==> src/verilog/ioc_params.svh <==
// Constants for the port I/O and CPU control execution unit.
// Included by the unit only; definitions only.
`ifndef IOC_PARAMS_SVH
`define IOC_PARAMS_SVH

// Opcodes
`define IOC_OP_NOP 8'h00
`define IOC_OP_HALT 8'h76
`define IOC_OP_LOCK 8'hF3
`define IOC_OP_EN 8'hFB
`define IOC_OP_IN_IMM 8'hDB
`define IOC_OP_OUT_IMM 8'hD3
`define IOC_OP_VM0 8'h46
`define IOC_OP_VM1 8'h56
`define IOC_OP_VM2 8'h5E
// Field positions inside a block opcode
`define IOC_BLK_OUT_BIT 0
`define IOC_BLK_DOWN_BIT 3
`define IOC_BLK_REP_BIT 4
// Restart target field
`define IOC_RST_MASK 8'h38
// Fixed service address for vector mode one
`define IOC_VEC_ONE 16'h0038
// Reset values
`define IOC_PC_RST 16'h0000
`define IOC_SP_RST 16'hFFFF
`define IOC_REG_RST 8'h00
// Instruction FIFO
`define IOC_FIFO_DEPTH 32
`define IOC_INS_W 17

`endif

==> src/verilog/ioc_unit_fix_note.sv <==
// Holds no logic; the unit and its FIFO sit in ioc_unit.sv.
// Assumes nothing of its surroundings.
`timescale 1ns/1ns
`default_nettype none
`default_nettype wire
==> src/verilog/ioc_pkg.sv <==
// Types shared by the port I/O and CPU control execution unit.
// Needs nothing from the constants header.
`default_nettype none
package ioc_pkg;
  typedef enum logic [1:0] {
    ioc_vm_zero,
    ioc_vm_one,
    ioc_vm_two
  } ioc_vmode_t;

  typedef enum logic [3:0] {
    IOC_FETCH,
    IOC_EXEC,
    IOC_IO,
    IOC_INTA,
    IOC_IO_END,
    IOC_MRD,
    IOC_MWR,
    IOC_STEP,
    IOC_VEC_L,
    IOC_VEC_H,
    IOC_PUSH_H,
    IOC_PUSH_L,
    IOC_HALT
  } ioc_state_t;
endpackage
`default_nettype wire

==> src/verilog/ioc_unit.sv <==
// Port I/O and CPU control execution unit, with its instruction FIFO.
// Assumes a peripheral on a four-phase port handshake in another domain,
// and a memory that answers on ref_clk with mem_ack.
`timescale 1ns/1ns
`default_nettype none
`include "ioc_params.svh"

module ioc_fifo #(
  parameter int W = `IOC_INS_W,
  parameter int DEPTH = `IOC_FIFO_DEPTH
) (
  input wire logic ref_clk,          // Clock
  input wire logic rst,              // Synchronous reset
  input wire logic in_valid,         // Write request
  output logic in_ready,             // Space available
  input wire logic [W-1:0] in_data,  // Write word
  output logic out_valid,            // Word available
  input wire logic out_ready,        // Read request
  output logic [W-1:0] out_data      // Oldest word
);
  localparam int AW = $clog2(DEPTH);
  logic [W-1:0] mem [DEPTH];
  logic [AW:0] wptr;
  logic [AW:0] rptr;

  // Extra pointer bit tells full from empty
  assign out_valid = wptr != rptr;
  assign in_ready = (wptr[AW-1:0] != rptr[AW-1:0]) || (wptr[AW] == rptr[AW]);
  assign out_data = mem[rptr[AW-1:0]];

  // Storage write
  always_ff @(posedge ref_clk) begin
    if (in_valid && in_ready) begin
      mem[wptr[AW-1:0]] <= in_data;
    end
  end

  // Pointers
  always_ff @(posedge ref_clk) begin
    if (rst) begin
      wptr <= '0;
      rptr <= '0;
    end else begin
      if (in_valid && in_ready) begin
        wptr <= wptr + 1'b1;
      end
      if (out_valid && out_ready) begin
        rptr <= rptr + 1'b1;
      end
    end
  end
endmodule

module ioc_unit
  import ioc_pkg::*;
(
  input wire logic ref_clk,          // Clock, 50 MHz
  input wire logic rst,              // Synchronous reset
  input wire logic ins_valid,        // Instruction offered
  output logic ins_ready,            // FIFO has room
  input wire logic ins_ed,           // ED prefix present
  input wire logic [7:0] ins_op,     // Opcode byte
  input wire logic [7:0] ins_imm,    // Immediate port number
  input wire logic ld_en,            // Register preset strobe
  input wire logic [2:0] ld_sel,     // Preset target, register code
  input wire logic [7:0] ld_data,    // Preset value
  output logic io_req,               // Port cycle request
  output logic io_wr,                // Port cycle is a write
  output logic io_inta,              // Port cycle is acknowledge
  output logic [15:0] io_addr,       // Port address bus
  output logic [7:0] io_wdata,       // Port write data
  input wire logic io_ack,           // Port answer, async
  input wire logic [7:0] io_rdata,   // Port read data, async
  output logic mem_req,              // Memory request
  output logic mem_wr,               // Memory write
  output logic [15:0] mem_addr,      // Memory address
  output logic [7:0] mem_wdata,      // Memory write data
  input wire logic mem_ack,          // Memory answer
  input wire logic [7:0] mem_rdata,  // Memory read data
  input wire logic int_req,          // Maskable interrupt, async
  output logic busy,                 // Not waiting for an opcode
  output logic halted,               // Suspended until interrupt
  output logic int_on,               // Maskable interrupts enabled
  output logic [1:0] vmode,          // Vector mode
  output logic pv_flag,              // Parity flag
  output logic [7:0] reg_a,          // Accumulator
  output logic [7:0] reg_b,          // Counter
  output logic [7:0] reg_c,          // Port register
  output logic [7:0] reg_d,          // General register
  output logic [7:0] reg_e,          // General register
  output logic [7:0] reg_h,          // Pointer high
  output logic [7:0] reg_l,          // Pointer low
  output logic [7:0] reg_i,          // Interrupt page
  output logic [15:0] pc,            // Program counter
  output logic [15:0] sp             // Stack pointer
);
  ioc_state_t state;
  ioc_vmode_t mode;
  logic [`IOC_INS_W-1:0] f_data;
  logic f_valid;
  logic f_ready;
  logic cur_ed;
  logic [7:0] cur_op;
  logic [7:0] cur_imm;
  logic [7:0] dbuf;
  logic [15:0] tgt;
  logic [1:0] ack_sync;
  logic [1:0] irq_sync;
  logic [7:0] rd_meta;
  logic [7:0] rd_sync;
  logic ack_s;
  logic irq_s;
  logic take;
  logic irq_go;
  logic [1:0] f_len;
  logic is_blk;
  logic is_ind;
  logic is_rst;
  logic is_imm_in;
  logic is_imm_out;
  logic blk_again;
  logic io_done;
  logic mem_done;
  logic [15:0] hl;
  logic [15:0] next_hl;
  logic [15:0] tgt_pc_q;

  // Opcode stream buffer; it stalls the source only while all 32 entries are full
  ioc_fifo #(.W(`IOC_INS_W), .DEPTH(`IOC_FIFO_DEPTH)) u_fifo (
    .ref_clk(ref_clk),
    .rst(rst),
    .in_valid(ins_valid),
    .in_ready(ins_ready),
    .in_data({ins_ed, ins_op, ins_imm}),
    .out_valid(f_valid),
    .out_ready(f_ready),
    .out_data(f_data)
  );

  // Pin inputs pass two flops; data is held stable while ack is high
  always_ff @(posedge ref_clk) begin
    if (rst) begin
      ack_sync <= 2'h0;
      irq_sync <= 2'h0;
      rd_meta <= 8'h00;
      rd_sync <= 8'h00;
    end else begin
      ack_sync <= {ack_sync[0], io_ack};
      irq_sync <= {irq_sync[0], int_req};
      rd_meta <= io_rdata;
      rd_sync <= rd_meta;
    end
  end
  assign ack_s = ack_sync[1];
  assign irq_s = irq_sync[1];

  // Decode of the current opcode
  assign is_imm_in = !cur_ed && cur_op == `IOC_OP_IN_IMM;
  assign is_imm_out = !cur_ed && cur_op == `IOC_OP_OUT_IMM;
  assign is_ind = cur_ed && cur_op[7:6] == 2'h1 && cur_op[2:1] == 2'h0;
  assign is_blk = cur_ed && cur_op[7:5] == 3'h5 && cur_op[2:1] == 2'h1;
  assign is_rst = !cur_ed && cur_op[7:6] == 2'h3 && cur_op[2:0] == 3'h7;
  // Counter of one decrements to zero and stops; zero wraps to 255 and runs on
  assign blk_again = cur_op[`IOC_BLK_REP_BIT] && reg_b != 8'h01;
  assign hl = {reg_h, reg_l};
  assign next_hl = cur_op[`IOC_BLK_DOWN_BIT] ? hl - 16'h0001 : hl + 16'h0001;

  assign irq_go = irq_s && int_on;
  assign take = state == IOC_FETCH && !irq_go && f_valid;
  assign f_ready = take;
  assign f_len = 2'h1 + {1'b0, f_data[16]} + {1'b0, !f_data[16] &&
    (f_data[15:8] == `IOC_OP_IN_IMM || f_data[15:8] == `IOC_OP_OUT_IMM)};
  assign io_done = state == IOC_IO_END && !ack_s;
  assign mem_done = mem_req && mem_ack;

  // Handshake strobes follow the state directly
  assign io_req = state == IOC_IO || state == IOC_INTA;
  assign mem_req = state inside {IOC_MRD, IOC_MWR, IOC_VEC_L, IOC_VEC_H, IOC_PUSH_H,
    IOC_PUSH_L};
  assign mem_wr = state inside {IOC_MWR, IOC_PUSH_H, IOC_PUSH_L};
  assign busy = state != IOC_FETCH;
  assign halted = state == IOC_HALT;
  assign vmode = mode;
  assign pc = tgt_pc_q;

  // General register read by code
  function automatic logic [7:0] reg_rd(input logic [2:0] sel, input logic [7:0] a,
      input logic [7:0] b, input logic [7:0] c, input logic [7:0] d, input logic [7:0] e,
      input logic [7:0] h, input logic [7:0] l);
    case (sel)
      3'h0: reg_rd = b;
      3'h1: reg_rd = c;
      3'h2: reg_rd = d;
      3'h3: reg_rd = e;
      3'h4: reg_rd = h;
      3'h5: reg_rd = l;
      3'h7: reg_rd = a;
      default: reg_rd = 8'h00;
    endcase
  endfunction

  // Sequencer and bus data; addresses are loaded as each cycle is entered
  always_ff @(posedge ref_clk) begin
    if (rst) begin
      state <= IOC_FETCH;
      cur_ed <= 1'b0;
      cur_op <= `IOC_OP_NOP;
      cur_imm <= 8'h00;
      dbuf <= 8'h00;
      tgt <= `IOC_PC_RST;
      io_wr <= 1'b0;
      io_inta <= 1'b0;
      io_addr <= 16'h0000;
      io_wdata <= 8'h00;
      mem_addr <= 16'h0000;
      mem_wdata <= 8'h00;
    end else begin
      case (state)
        IOC_FETCH, IOC_HALT: begin
          if (irq_go) begin
            io_addr <= tgt_pc_q;
            io_wr <= 1'b0;
            io_inta <= 1'b1;
            state <= IOC_INTA;
          end else if (take) begin
            {cur_ed, cur_op, cur_imm} <= f_data;
            state <= IOC_EXEC;
          end
        end
        IOC_EXEC: begin
          if (is_imm_in || is_imm_out) begin
            io_addr <= {reg_a, cur_imm};
            io_wdata <= reg_a;
            io_wr <= is_imm_out;
            state <= IOC_IO;
          end else if (is_ind) begin
            io_addr <= {reg_b, reg_c};
            io_wdata <= reg_rd(cur_op[5:3], reg_a, reg_b, reg_c, reg_d, reg_e, reg_h, reg_l);
            io_wr <= cur_op[`IOC_BLK_OUT_BIT];
            state <= IOC_IO;
          end else if (is_blk && cur_op[`IOC_BLK_OUT_BIT]) begin
            mem_addr <= hl;
            state <= IOC_MRD;
          end else if (is_blk) begin
            io_addr <= {reg_b, reg_c};
            io_wr <= 1'b0;
            state <= IOC_IO;
          end else if (is_rst) begin
            tgt <= {8'h00, cur_op & `IOC_RST_MASK};
            mem_addr <= sp - 16'h0001;
            mem_wdata <= tgt_pc_q[15:8];
            state <= IOC_PUSH_H;
          end else if (!cur_ed && cur_op == `IOC_OP_HALT) begin
            state <= IOC_HALT;
          end else begin
            state <= IOC_FETCH;
          end
        end
        IOC_IO, IOC_INTA: begin
          if (ack_s) begin
            if (!io_wr) begin
              dbuf <= rd_sync;
            end
            state <= IOC_IO_END;
          end
        end
        IOC_IO_END: begin
          if (!ack_s && io_inta) begin
            io_inta <= 1'b0;
            case (mode)
              ioc_vm_zero: begin
                cur_ed <= 1'b0;
                cur_op <= dbuf;
                state <= IOC_EXEC;
              end
              ioc_vm_one: begin
                tgt <= `IOC_VEC_ONE;
                mem_addr <= sp - 16'h0001;
                mem_wdata <= tgt_pc_q[15:8];
                state <= IOC_PUSH_H;
              end
              default: begin
                mem_addr <= {reg_i, dbuf};
                state <= IOC_VEC_L;
              end
            endcase
          end else if (!ack_s && is_blk && !io_wr) begin
            mem_addr <= hl;
            mem_wdata <= dbuf;
            state <= IOC_MWR;
          end else if (!ack_s) begin
            state <= is_blk ? IOC_STEP : IOC_FETCH;
          end
        end
        IOC_MRD: begin
          if (mem_ack) begin
            io_wdata <= mem_rdata;
            io_addr <= {reg_b, reg_c};
            io_wr <= 1'b1;
            state <= IOC_IO;
          end
        end
        IOC_MWR: begin
          if (mem_ack) begin
            state <= IOC_STEP;
          end
        end
        IOC_STEP: begin
          state <= blk_again ? IOC_EXEC : IOC_FETCH;
        end
        IOC_VEC_L: begin
          if (mem_ack) begin
            tgt[7:0] <= mem_rdata;
            mem_addr <= {reg_i, dbuf} + 16'h0001; // Second byte may carry into next page
            state <= IOC_VEC_H;
          end
        end
        IOC_VEC_H: begin
          if (mem_ack) begin
            tgt[15:8] <= mem_rdata;
            mem_addr <= sp - 16'h0001;
            mem_wdata <= tgt_pc_q[15:8];
            state <= IOC_PUSH_H;
          end
        end
        IOC_PUSH_H: begin
          if (mem_ack) begin
            mem_addr <= sp - 16'h0002;
            mem_wdata <= tgt_pc_q[7:0];
            state <= IOC_PUSH_L;
          end
        end
        IOC_PUSH_L: begin
          if (mem_ack) begin
            state <= IOC_FETCH;
          end
        end
        default: state <= IOC_FETCH;
      endcase
    end
  end

  // Program counter, stack pointer and interrupt control
  always_ff @(posedge ref_clk) begin
    if (rst) begin
      tgt_pc_q <= `IOC_PC_RST;
      sp <= `IOC_SP_RST;
      int_on <= 1'b0;
      mode <= ioc_vm_zero;
    end else begin
      if (take) begin
        tgt_pc_q <= tgt_pc_q + {14'h0000, f_len};
      end
      if (state == IOC_EXEC && !cur_ed && cur_op == `IOC_OP_LOCK) begin
        int_on <= 1'b0;
      end else if (state == IOC_EXEC && !cur_ed && cur_op == `IOC_OP_EN) begin
        int_on <= 1'b1;
      end else if (state == IOC_INTA && ack_s) begin
        int_on <= 1'b0;
      end
      if (state == IOC_EXEC && cur_ed) begin
        case (cur_op)
          `IOC_OP_VM0: mode <= ioc_vm_zero;
          `IOC_OP_VM1: mode <= ioc_vm_one;
          `IOC_OP_VM2: mode <= ioc_vm_two;
          default: mode <= mode;
        endcase
      end
      if (mem_done && (state == IOC_PUSH_H || state == IOC_PUSH_L)) begin
        sp <= sp - 16'h0001;
      end
      if (mem_done && state == IOC_PUSH_L) begin
        tgt_pc_q <= tgt;
      end
    end
  end

  // General registers: presets, port reads and block stepping
  always_ff @(posedge ref_clk) begin
    if (rst) begin
      {reg_a, reg_b, reg_c, reg_d} <= {4{`IOC_REG_RST}};
      {reg_e, reg_h, reg_l, reg_i} <= {4{`IOC_REG_RST}};
      pv_flag <= 1'b0;
    end else if (ld_en) begin
      // Presets are meant for idle periods and win over execution
      case (ld_sel)
        3'h0: reg_b <= ld_data;
        3'h1: reg_c <= ld_data;
        3'h2: reg_d <= ld_data;
        3'h3: reg_e <= ld_data;
        3'h4: reg_h <= ld_data;
        3'h5: reg_l <= ld_data;
        3'h6: reg_i <= ld_data;
        default: reg_a <= ld_data;
      endcase
    end else if (io_done && !io_inta && !io_wr && is_imm_in) begin
      reg_a <= dbuf;
    end else if (io_done && !io_inta && !io_wr && is_ind) begin
      pv_flag <= ~^dbuf;
      case (cur_op[5:3])
        3'h0: reg_b <= dbuf;
        3'h1: reg_c <= dbuf;
        3'h2: reg_d <= dbuf;
        3'h3: reg_e <= dbuf;
        3'h4: reg_h <= dbuf;
        3'h5: reg_l <= dbuf;
        3'h7: reg_a <= dbuf;
        default: pv_flag <= ~^dbuf;
      endcase
    end else if (state == IOC_STEP) begin
      reg_b <= reg_b - 8'h01;
      {reg_h, reg_l} <= next_hl;
    end
  end
endmodule

`default_nettype wire

==> config.mk <==
export PLATFORM = sky130hd
export DESIGN_NAME = ioc_unit
export DESIGN_NICKNAME = d
export VERILOG_FILES = /design/src/verilog/ioc_unit_fix_note.sv /design/src/verilog/ioc_pkg.sv /design/src/verilog/ioc_unit.sv
export VERILOG_INCLUDE_DIRS = /design/src /design/src/verilog
export SDC_FILE = /design/constraint.sdc
export NUM_CORES = 1
export LEC_CHECK = 0
export ABC_AREA = 1
export BUFFER_PORTS_ARGS = -buffer_cell sky130_fd_sc_hd__buf_4
export CAP_MARGIN = 20
export CORE_MARGIN = 4
export CORE_UTILIZATION = 36
export CTS_BUF_LIST = sky130_fd_sc_hd__clkbuf_4 sky130_fd_sc_hd__clkbuf_8
export DETAILED_ROUTE_END_ITERATION = 6
export HOLD_SLACK_MARGIN = 0.1
export PLACE_DENSITY = 0.57
export SYNTH_ARGS = -nofsm -noshare
export SYNTH_HDL_FRONTEND = slang
export SYNTH_SLANG_ARGS = --single-unit
export TNS_END_PERCENT = 10
==> constraint.sdc <==
create_clock -name ref_clk -period 3.55 [get_ports ref_clk]
set_clock_uncertainty 0.05 [all_clocks]
set_input_delay 0.355 -clock ref_clk [delete_from_list [all_inputs] [get_ports ref_clk]]
set_output_delay 0.355 -clock ref_clk [all_outputs]
set_load 0.02 [all_outputs]
==> impl_metrics.json, run 1 <==
{
  "wirelength_um": 124000,
  "synth-edff-count": 544,
  "globalRouteOverflowTotal": 0,
  "clockBufferDepth": 3,
  "timing.final.crit_share_pct": 95.1,
  "r2r_setup_slack_ps": 180,
  "pwr-share-comb_pct": 29.1,
  "cts_tree": "done",
  "p_seq_share_pct": 39.4,
  "portBuffers": 206,
  "cts_root_buf": "clkbuf_8",
  "dieArea_sq_mm": 0.105,
  "grt_usage_pct": 23.1,
  "grt_max_degree": 89,
  "cp-start-kind": "flop",
  "first_global_vias": 28933,
  "min_to": "reg_e[7]$_SDFFE_PP0P_",
  "core_sq_mm": 0.0986,
  "worst_pin_slew_ps": 1030,
  "insertion_delay_ps": 810,
  "p_int_w": 0.0175,
  "ys.flop_type": "edfxtp_1",
  "crit-reg2reg-capture": "pc[6]$_SDFFE_PP0P_",
  "final_net_count": 4482,
  "grt_antenna_before_repair": 5,
  "power.switching_w": 0.00952,
  "use_met2_pct": 36.5,
  "fin_crit_ps": 3370,
  "setup_viol": 0,
  "endpoint_kind": "flop",
  "drc_errors": 0,
  "cts.sinks": 776,
  "grt_pass1_wl_um": 182000,
  "core.rowCount": 115,
  "final_common_cell": "nand2_1",
  "setup_slack_ps": 176,
  "slew_viol_final": 0,
  "tns_ps": 0,
  "wl_per_cell_um": 21.4,
  "power.density_mw_per_mm2": 628,
  "hold_start": "ld_sel[2]",
  "total_leakage_power_nw": 17.0,
  "p_sw_share_pct": 35.2,
  "path_cells": "inv_6, buf_12, buf_4, nand3_1, nand3_1, nand2_1, nand2_1, nand3_1, nand2_1, nor2_1, nand2_1, nor2_1, ha_2, fa_1, nand2_2, nor3_2, buf_4, buf_4, xor2_1, a22oi_1, a21oi_1",
  "ys_warn_count": 0,
  "path_common_cell": "nand2_1",
  "hold_depth": 6,
  "ios": 207,
  "syn_inst": 4044,
  "hp-class": "primary input to flop",
  "cts_made_buffers": 138,
  "drt_iter0_markers": 2943,
  "ys_seq_area_share_pct": 58.5,
  "num_vias": 30513,
  "initial_core_util_pct": 36.4,
  "gp_congestion": 0.952,
  "relSlewSlack_pct": 30.7,
  "path_class": "flop to flop",
  "place_hpwl_um": 83200,
  "routed_via_density": 5.27,
  "h-tree-depth": 4,
  "die_y_um": 324,
  "status": "finished, final reports clean",
  "ys_async_sr_fraction_pct": 0,
  "syn_avg_cell_area_sq_um": 8.87,
  "worstPathArrival_ps": 3950,
  "hold_violations": 0,
  "worstPathMaxFanout": 18,
  "cp.required_ps": 4130,
  "grtUsageMet3_pct": 4.96,
  "synth_nets": 4128,
  "cts.reportedPaths.clkPinSlew_ps": 70,
  "cp_slowest_stage_delay_ps": 430,
  "drv_cap": 0,
  "ys_types": 46,
  "ys_ff_latch": 776,
  "reg2regPathDepth": 21,
  "ant_nets": 0,
  "p_clk_share_pct": 31.5,
  "drtPass1Iterations": 6,
  "synth_area_sq_mm": 0.0359,
  "place_ws_ps": 25.5,
  "die_w_um": 324,
  "crit_slowest_cell": "fa_1",
  "num-fill-cells": 9585,
  "busiest_layer": "met2",
  "final_cell_mix": "950 x nand2_1, 544 x edfxtp_1, 510 x nor2_1",
  "fmax_ghz": 0.296,
  "vdd_drop_max_mv": 0.347,
  "drive_gt1_share_pct": 14.8,
  "grtUsageMet1_pct": 30.6,
  "area_growth_pct": 20.0
}
## sequential cells by signal, summed over array words and instances (netlist names), 16 cells and up, named ones only
name        cells
mem_addr       16
tgt            16
io_addr        16
sp             16
pc             16
u_fifo.mem    544
## layer usage
metal / vias to the layer above / share of wire [%]
li1: 14402 / -
met1: 14585 / 42
met2: 1269 / 46
met3: 257 / 8.2
met4: 0 / 4.2
met5: - / 0
## stage by stage
| stage | cell area [sq um] | cells | hold slack (ps) | utilization, % | power (W) |
|---|---|---|---|---|---|
| 6_report | 43000 | 5790 | 209 | 43.7 | 0.0270 |
| 3_3_place_gp | 39500 | 5478 | 347 | 40.1 | 0.0184 |
| 3_5_place_dp | 39500 | 5481 | 348 | 40.1 | 0.0184 |
| 2_1_floorplan | 35900 | 4044 | 338 | - | 0.0154 |
| 4_1_cts | 42900 | 5779 | 106 | 43.5 | 0.0270 |
| 5_1_grt | 43000 | 5788 | 219 | 43.6 | 0.0284 |
## how the worst max path moves through the flow
stage	startpoint	to	slack (ps)	cells after the start
6_report	flop	pc[6]$_SDFFE_PP0P_	180	21
3_5_place_dp	flop	pc[6]$_SDFFE_PP0P_	30	21
4_1_cts	flop	pc[6]$_SDFFE_PP0P_	20	21
5_1_grt	flop	pc[6]$_SDFFE_PP0P_	-8	22
3_3_place_gp	flop	pc[6]$_SDFFE_PP0P_	7	21
2_1_floorplan	flop	pc[14]$_SDFFE_PP0P_	510	25
## cells in the mapped netlist, drive strengths merged (30+ instances only)
cell type,instances,area share (%)
nand3,493,6.9
o211ai,53,1.1
nor3,32,0.51
inv,314,3.3
o22ai,30,0.52
o21ai,285,4.0
dfxtp,232,13
buf,93,1.4
nand2,960,10
xor2,32,0.78
edfxtp,544,46
nor2,542,5.8
ha,31,1.1
nand4,37,0.66
a21oi,201,2.8
clkbuf,104,1.1
## cells by family (layout without fill, tap and decap cells)
group	count (synthesis)	in the layout	synth area share [%]
flops	776	776	58.5
buf+inv	514	970	5.79
compound gates	603	603	9.20
fa+ha+maj	33	33	1.19
other cells	0	3	0
simple gates	2074	2074	24.2
xor+xnor	44	44	1.07
## power by group through the flow
stage | Clock, W | Combinational, W | Sequential (W)
global route | 0.00913 | 0.00863 | 0.0107
global placement | 0 | 0.00759 | 0.0108
finish | 0.00852 | 0.00786 | 0.0106
detailed placement | 0 | 0.00760 | 0.0108
CTS | 0.00868 | 0.00769 | 0.0106
floorplan | 0 | 0.00446 | 0.0110
## layout make-up
class,count,area (sq um),share of cell area [%]
Multi-Input combinational cell,2754,12900,29.9
Sequential cell,776,21000,48.8
Inverter,317,1210,2.81
Clock inverter,41,325,0.756
Clock buffer,201,2460,5.72
Tap cell,1287,1610,3.74
Antenna cell,3,7.51,0.0174
Timing Repair Buffer,411,3540,8.23
## critical path, delay by kind of cell, from the launching register on
kind / cells / cell delay, ps
AND/OR/NAND/NOR: 11 / 930
buffers and inverters: 5 / 810
adder cells (fa/ha/maj): 2 / 640
flip-flops: 1 / 360
AO/OA/AOI/OAI: 2 / 250
XOR/XNOR: 1 / 130
## repair_timing
item / in CTS / in global routing
endpoints found under the setup margin: 0 / 6
resized for setup: 0 / 10
buffers inserted: 0 / 6
hold buffers: 56 / 0
hold endpoints to repair: 649 / 0
Note: power is estimated with default switching activity, not from simulation.
==> run 2, diff against run 1 <==
Settings changed: ABC_AREA 1 to default.
==> impl_metrics.json, run 2 <==
{
  "hold_violations": 0,
  "fin_cells": 4228,
  "hp-class": "primary input to flop",
  "ys_warn_count": 0,
  "area_growth_pct": 23.0,
  "setup_viol": 9,
  "drt_iter0_markers": 2625,
  "first_global_vias": 23963,
  "vdd_drop_max_mv": 0.403,
  "ys_seq_area_share_pct": 62.3,
  "ios": 207,
  "place_hpwl_um": 70800,
  "grt_pass1_wl_um": 158000,
  "ys.flop_type": "edfxtp_1",
  "p_clk_share_pct": 34.0,
  "synth-edff-count": 544,
  "clockBufferDepth": 3,
  "tns_ps": -2060,
  "syn_avg_cell_area_sq_um": 13.7,
  "grt_max_degree": 86,
  "cts_root_buf": "clkbuf_8",
  "hold_depth": 4,
  "synth_nets": 2550,
  "cts_tree": "done",
  "cts.reportedPaths.clkPinSlew_ps": 70,
  "largest_reg_flops": 544,
  "fmax_ghz": 0.258,
  "ys_ff_latch": 776,
  "status": "finished with violations",
  "grt_usage_pct": 21.4,
  "die_w_um": 314,
  "final_common_cell": "edfxtp_1",
  "globalRouteOverflowTotal": 0,
  "crit_slowest_cell": "mux4_2",
  "yosys-top-cells-count": "544 x edfxtp_1, 279 x nor2_1, 232 x dfxtp_1",
  "path_class": "flop to flop",
  "routed_via_density": 5.66,
  "portBuffers": 206,
  "cts.sinks": 776,
  "die_y_um": 314,
  "endpoint_kind": "flop",
  "worst_pin_slew_ps": 962,
  "cts_made_buffers": 131,
  "fin_area_sq_mm": 0.0414,
  "wirelength_um": 108000,
  "total_leakage_power_nw": 14.0,
  "num_vias": 23950,
  "fin_crit_ps": 3870,
  "reg2regPathDepth": 18,
  "p_sw_share_pct": 30.5,
  "placed_area_sq_mm": 0.0377,
  "synth_top_area_share_pct": 48.5,
  "min_to": "reg_b[1]$_SDFFE_PP0P_",
  "wl_per_cell_um": 25.5,
  "cp_slowest_stage_delay_ps": 490,
  "relSlewSlack_pct": 35.9,
  "setup_slack_ps": -323,
  "power.switching_w": 0.00768,
  "path_cells": "buf_12, buf_12, mux4_2, mux4_2, nand2_2, o211ai_1, inv_1, ha_4, inv_2, ha_4, fa_2, nand3_4, nor3_4, nand3_2, o21ai_1, nand2_1, a221oi_2, nor2_1",
  "p_seq_share_pct": 41.7,
  "drv_cap": 0,
  "r2r_setup_slack_ps": -320,
  "ys_async_sr_fraction_pct": 0,
  "pwr-share-comb_pct": 24.3,
  "core_sq_mm": 0.0922,
  "synth_most_common_cell": "edfxtp_1",
  "power.density_mw_per_mm2": 609,
  "syn_inst": 2466,
  "dieArea_sq_mm": 0.0985,
  "ys_types": 88,
  "violations": "DRC, setup timing",
  "worstPathArrival_ps": 4470,
  "core.rowCount": 111,
  "yosys.area.top_type": "edfxtp_1",
  "crit-reg2reg-capture": "pc[14]$_SDFFE_PP0P_",
  "cp.required_ps": 4150,
  "grt_antenna_before_repair": 3,
  "final_net_count": 2971,
  "synth_area_sq_mm": 0.0337,
  "drc_errors": 12,
  "ant_nets": 0,
  "p_int_w": 0.0175,
  "drtPass1Iterations": 7,
  "timing.final.crit_share_pct": 109,
  "h-tree-depth": 4,
  "gp_congestion": 0.966,
  "place_ws_ps": -578,
  "synth_area_leaders": "edfxtp_1 49%, dfxtp_1 14%, mux4_2 11%",
  "slew_viol_final": 0,
  "worstPathMaxFanout": 6,
  "cp-start-kind": "flop",
  "hold_start": "ld_en",
  "initial_core_util_pct": 36.5,
  "rsz0062_at_grt": "yes",
  "dp.cells": 3929,
  "power_w": 0.0252,
  "final_cell_mix": "544 x edfxtp_1, 359 x buf_4, 246 x nor2_1",
  "insertion_delay_ps": 810,
  "drive_gt1_share_pct": 29.6
}
-- run 2: area by class of cell --
| type | count | area (sq um) |
|---|---|---|
| Antenna cell | 2 | 5.00 |
| Clock buffer | 189 | 2310 |
| Clock inverter | 40 | 502 |
| Fill cell | 8368 | 50800 |
| Inverter | 28 | 105 |
| Multi-Input combinational cell | 1511 | 12200 |
| Sequential cell | 776 | 21000 |
| Tap cell | 1243 | 1560 |
| Timing Repair Buffer | 439 | 3700 |
-- run 2: worst max-delay path by stage --
| stage | from | to | slack [ps] | cells past startpoint |
|---|---|---|---|---|
| 4_1_cts | flop | pc[10]$_SDFFE_PP0P_ | -340 | 17 |
| 3_3_place_gp | flop | pc[14]$_SDFFE_PP0P_ | -540 | 15 |
| 3_5_place_dp | flop | pc[14]$_SDFFE_PP0P_ | -580 | 16 |
| 5_1_grt | flop | pc[14]$_SDFFE_PP0P_ | -510 | 18 |
| 6_report | flop | pc[14]$_SDFFE_PP0P_ | -320 | 18 |
| 2_1_floorplan | flop | pc[10]$_SDFFE_PP0P_ | -10 | 17 |
-- run 2: critical path, delay by kind of cell (launching register included) --
| kind | cells | cell delay [ps] |
|---|---|---|
| compound gates | 3 | 590 |
| fa+ha+maj | 3 | 580 |
| buf+inv | 4 | 470 |
| flops | 1 | 380 |
| mux | 2 | 970 |
| simple gates | 6 | 690 |
-- run 2: timing repair --
action                     CTS  global route
resized for setup           17            30
setup endpoints to repair   15            22
gates cloned                 1             0
pin swaps                    5            17
hold buffers                58             0
hold endpoints to repair   672             0
buffers inserted             6             3
-- run 2: power groups by stage --
stage | Combinational, W | Clock [W] | Sequential, W
after detailed placement | 0.00578 | 0 | 0.0107
final | 0.00612 | 0.00857 | 0.0105
after CTS | 0.00601 | 0.00875 | 0.0105
after global placement | 0.00571 | 0 | 0.0107
after global routing | 0.00657 | 0.00921 | 0.0106
after floorplan | 0.00356 | 0 | 0.0108
-- run 2: kinds of logic (layout without fill, tap and decap cells) --
logic type      count (synthesis)  after routing  share of synthesized area (%)
buf+inv                       179            696                           2.32
mux                           219            219                           12.5
compound gates                502            502                           10.5
flops                         776            776                           62.3
simple gates                  697            697                           9.58
other cells                     0              2                              0
fa+ha+maj                      33             33                           1.27
xor+xnor                       60             60                           1.56
-- run 2: per-layer routing --
layer / vias up / GRT usage, % / wire, um
met5: - / 0 / 0
met2: 1136 / 35.9 / 52800
met3: 249 / 4.10 / 7750
met1: 12115 / 27.5 / 43400
met4: 0 / 8.23 / 3920
li1: 10450 / - / -
-- run 2: metrics by stage --
step / hold slack [ps] / utilization [%]
after global placement: 378 / 40.8
after floorplan: 364 / -
after detailed placement: 388 / 40.8
final: 264 / 44.9
after global routing: 238 / 44.9
after CTS: 194 / 44.7
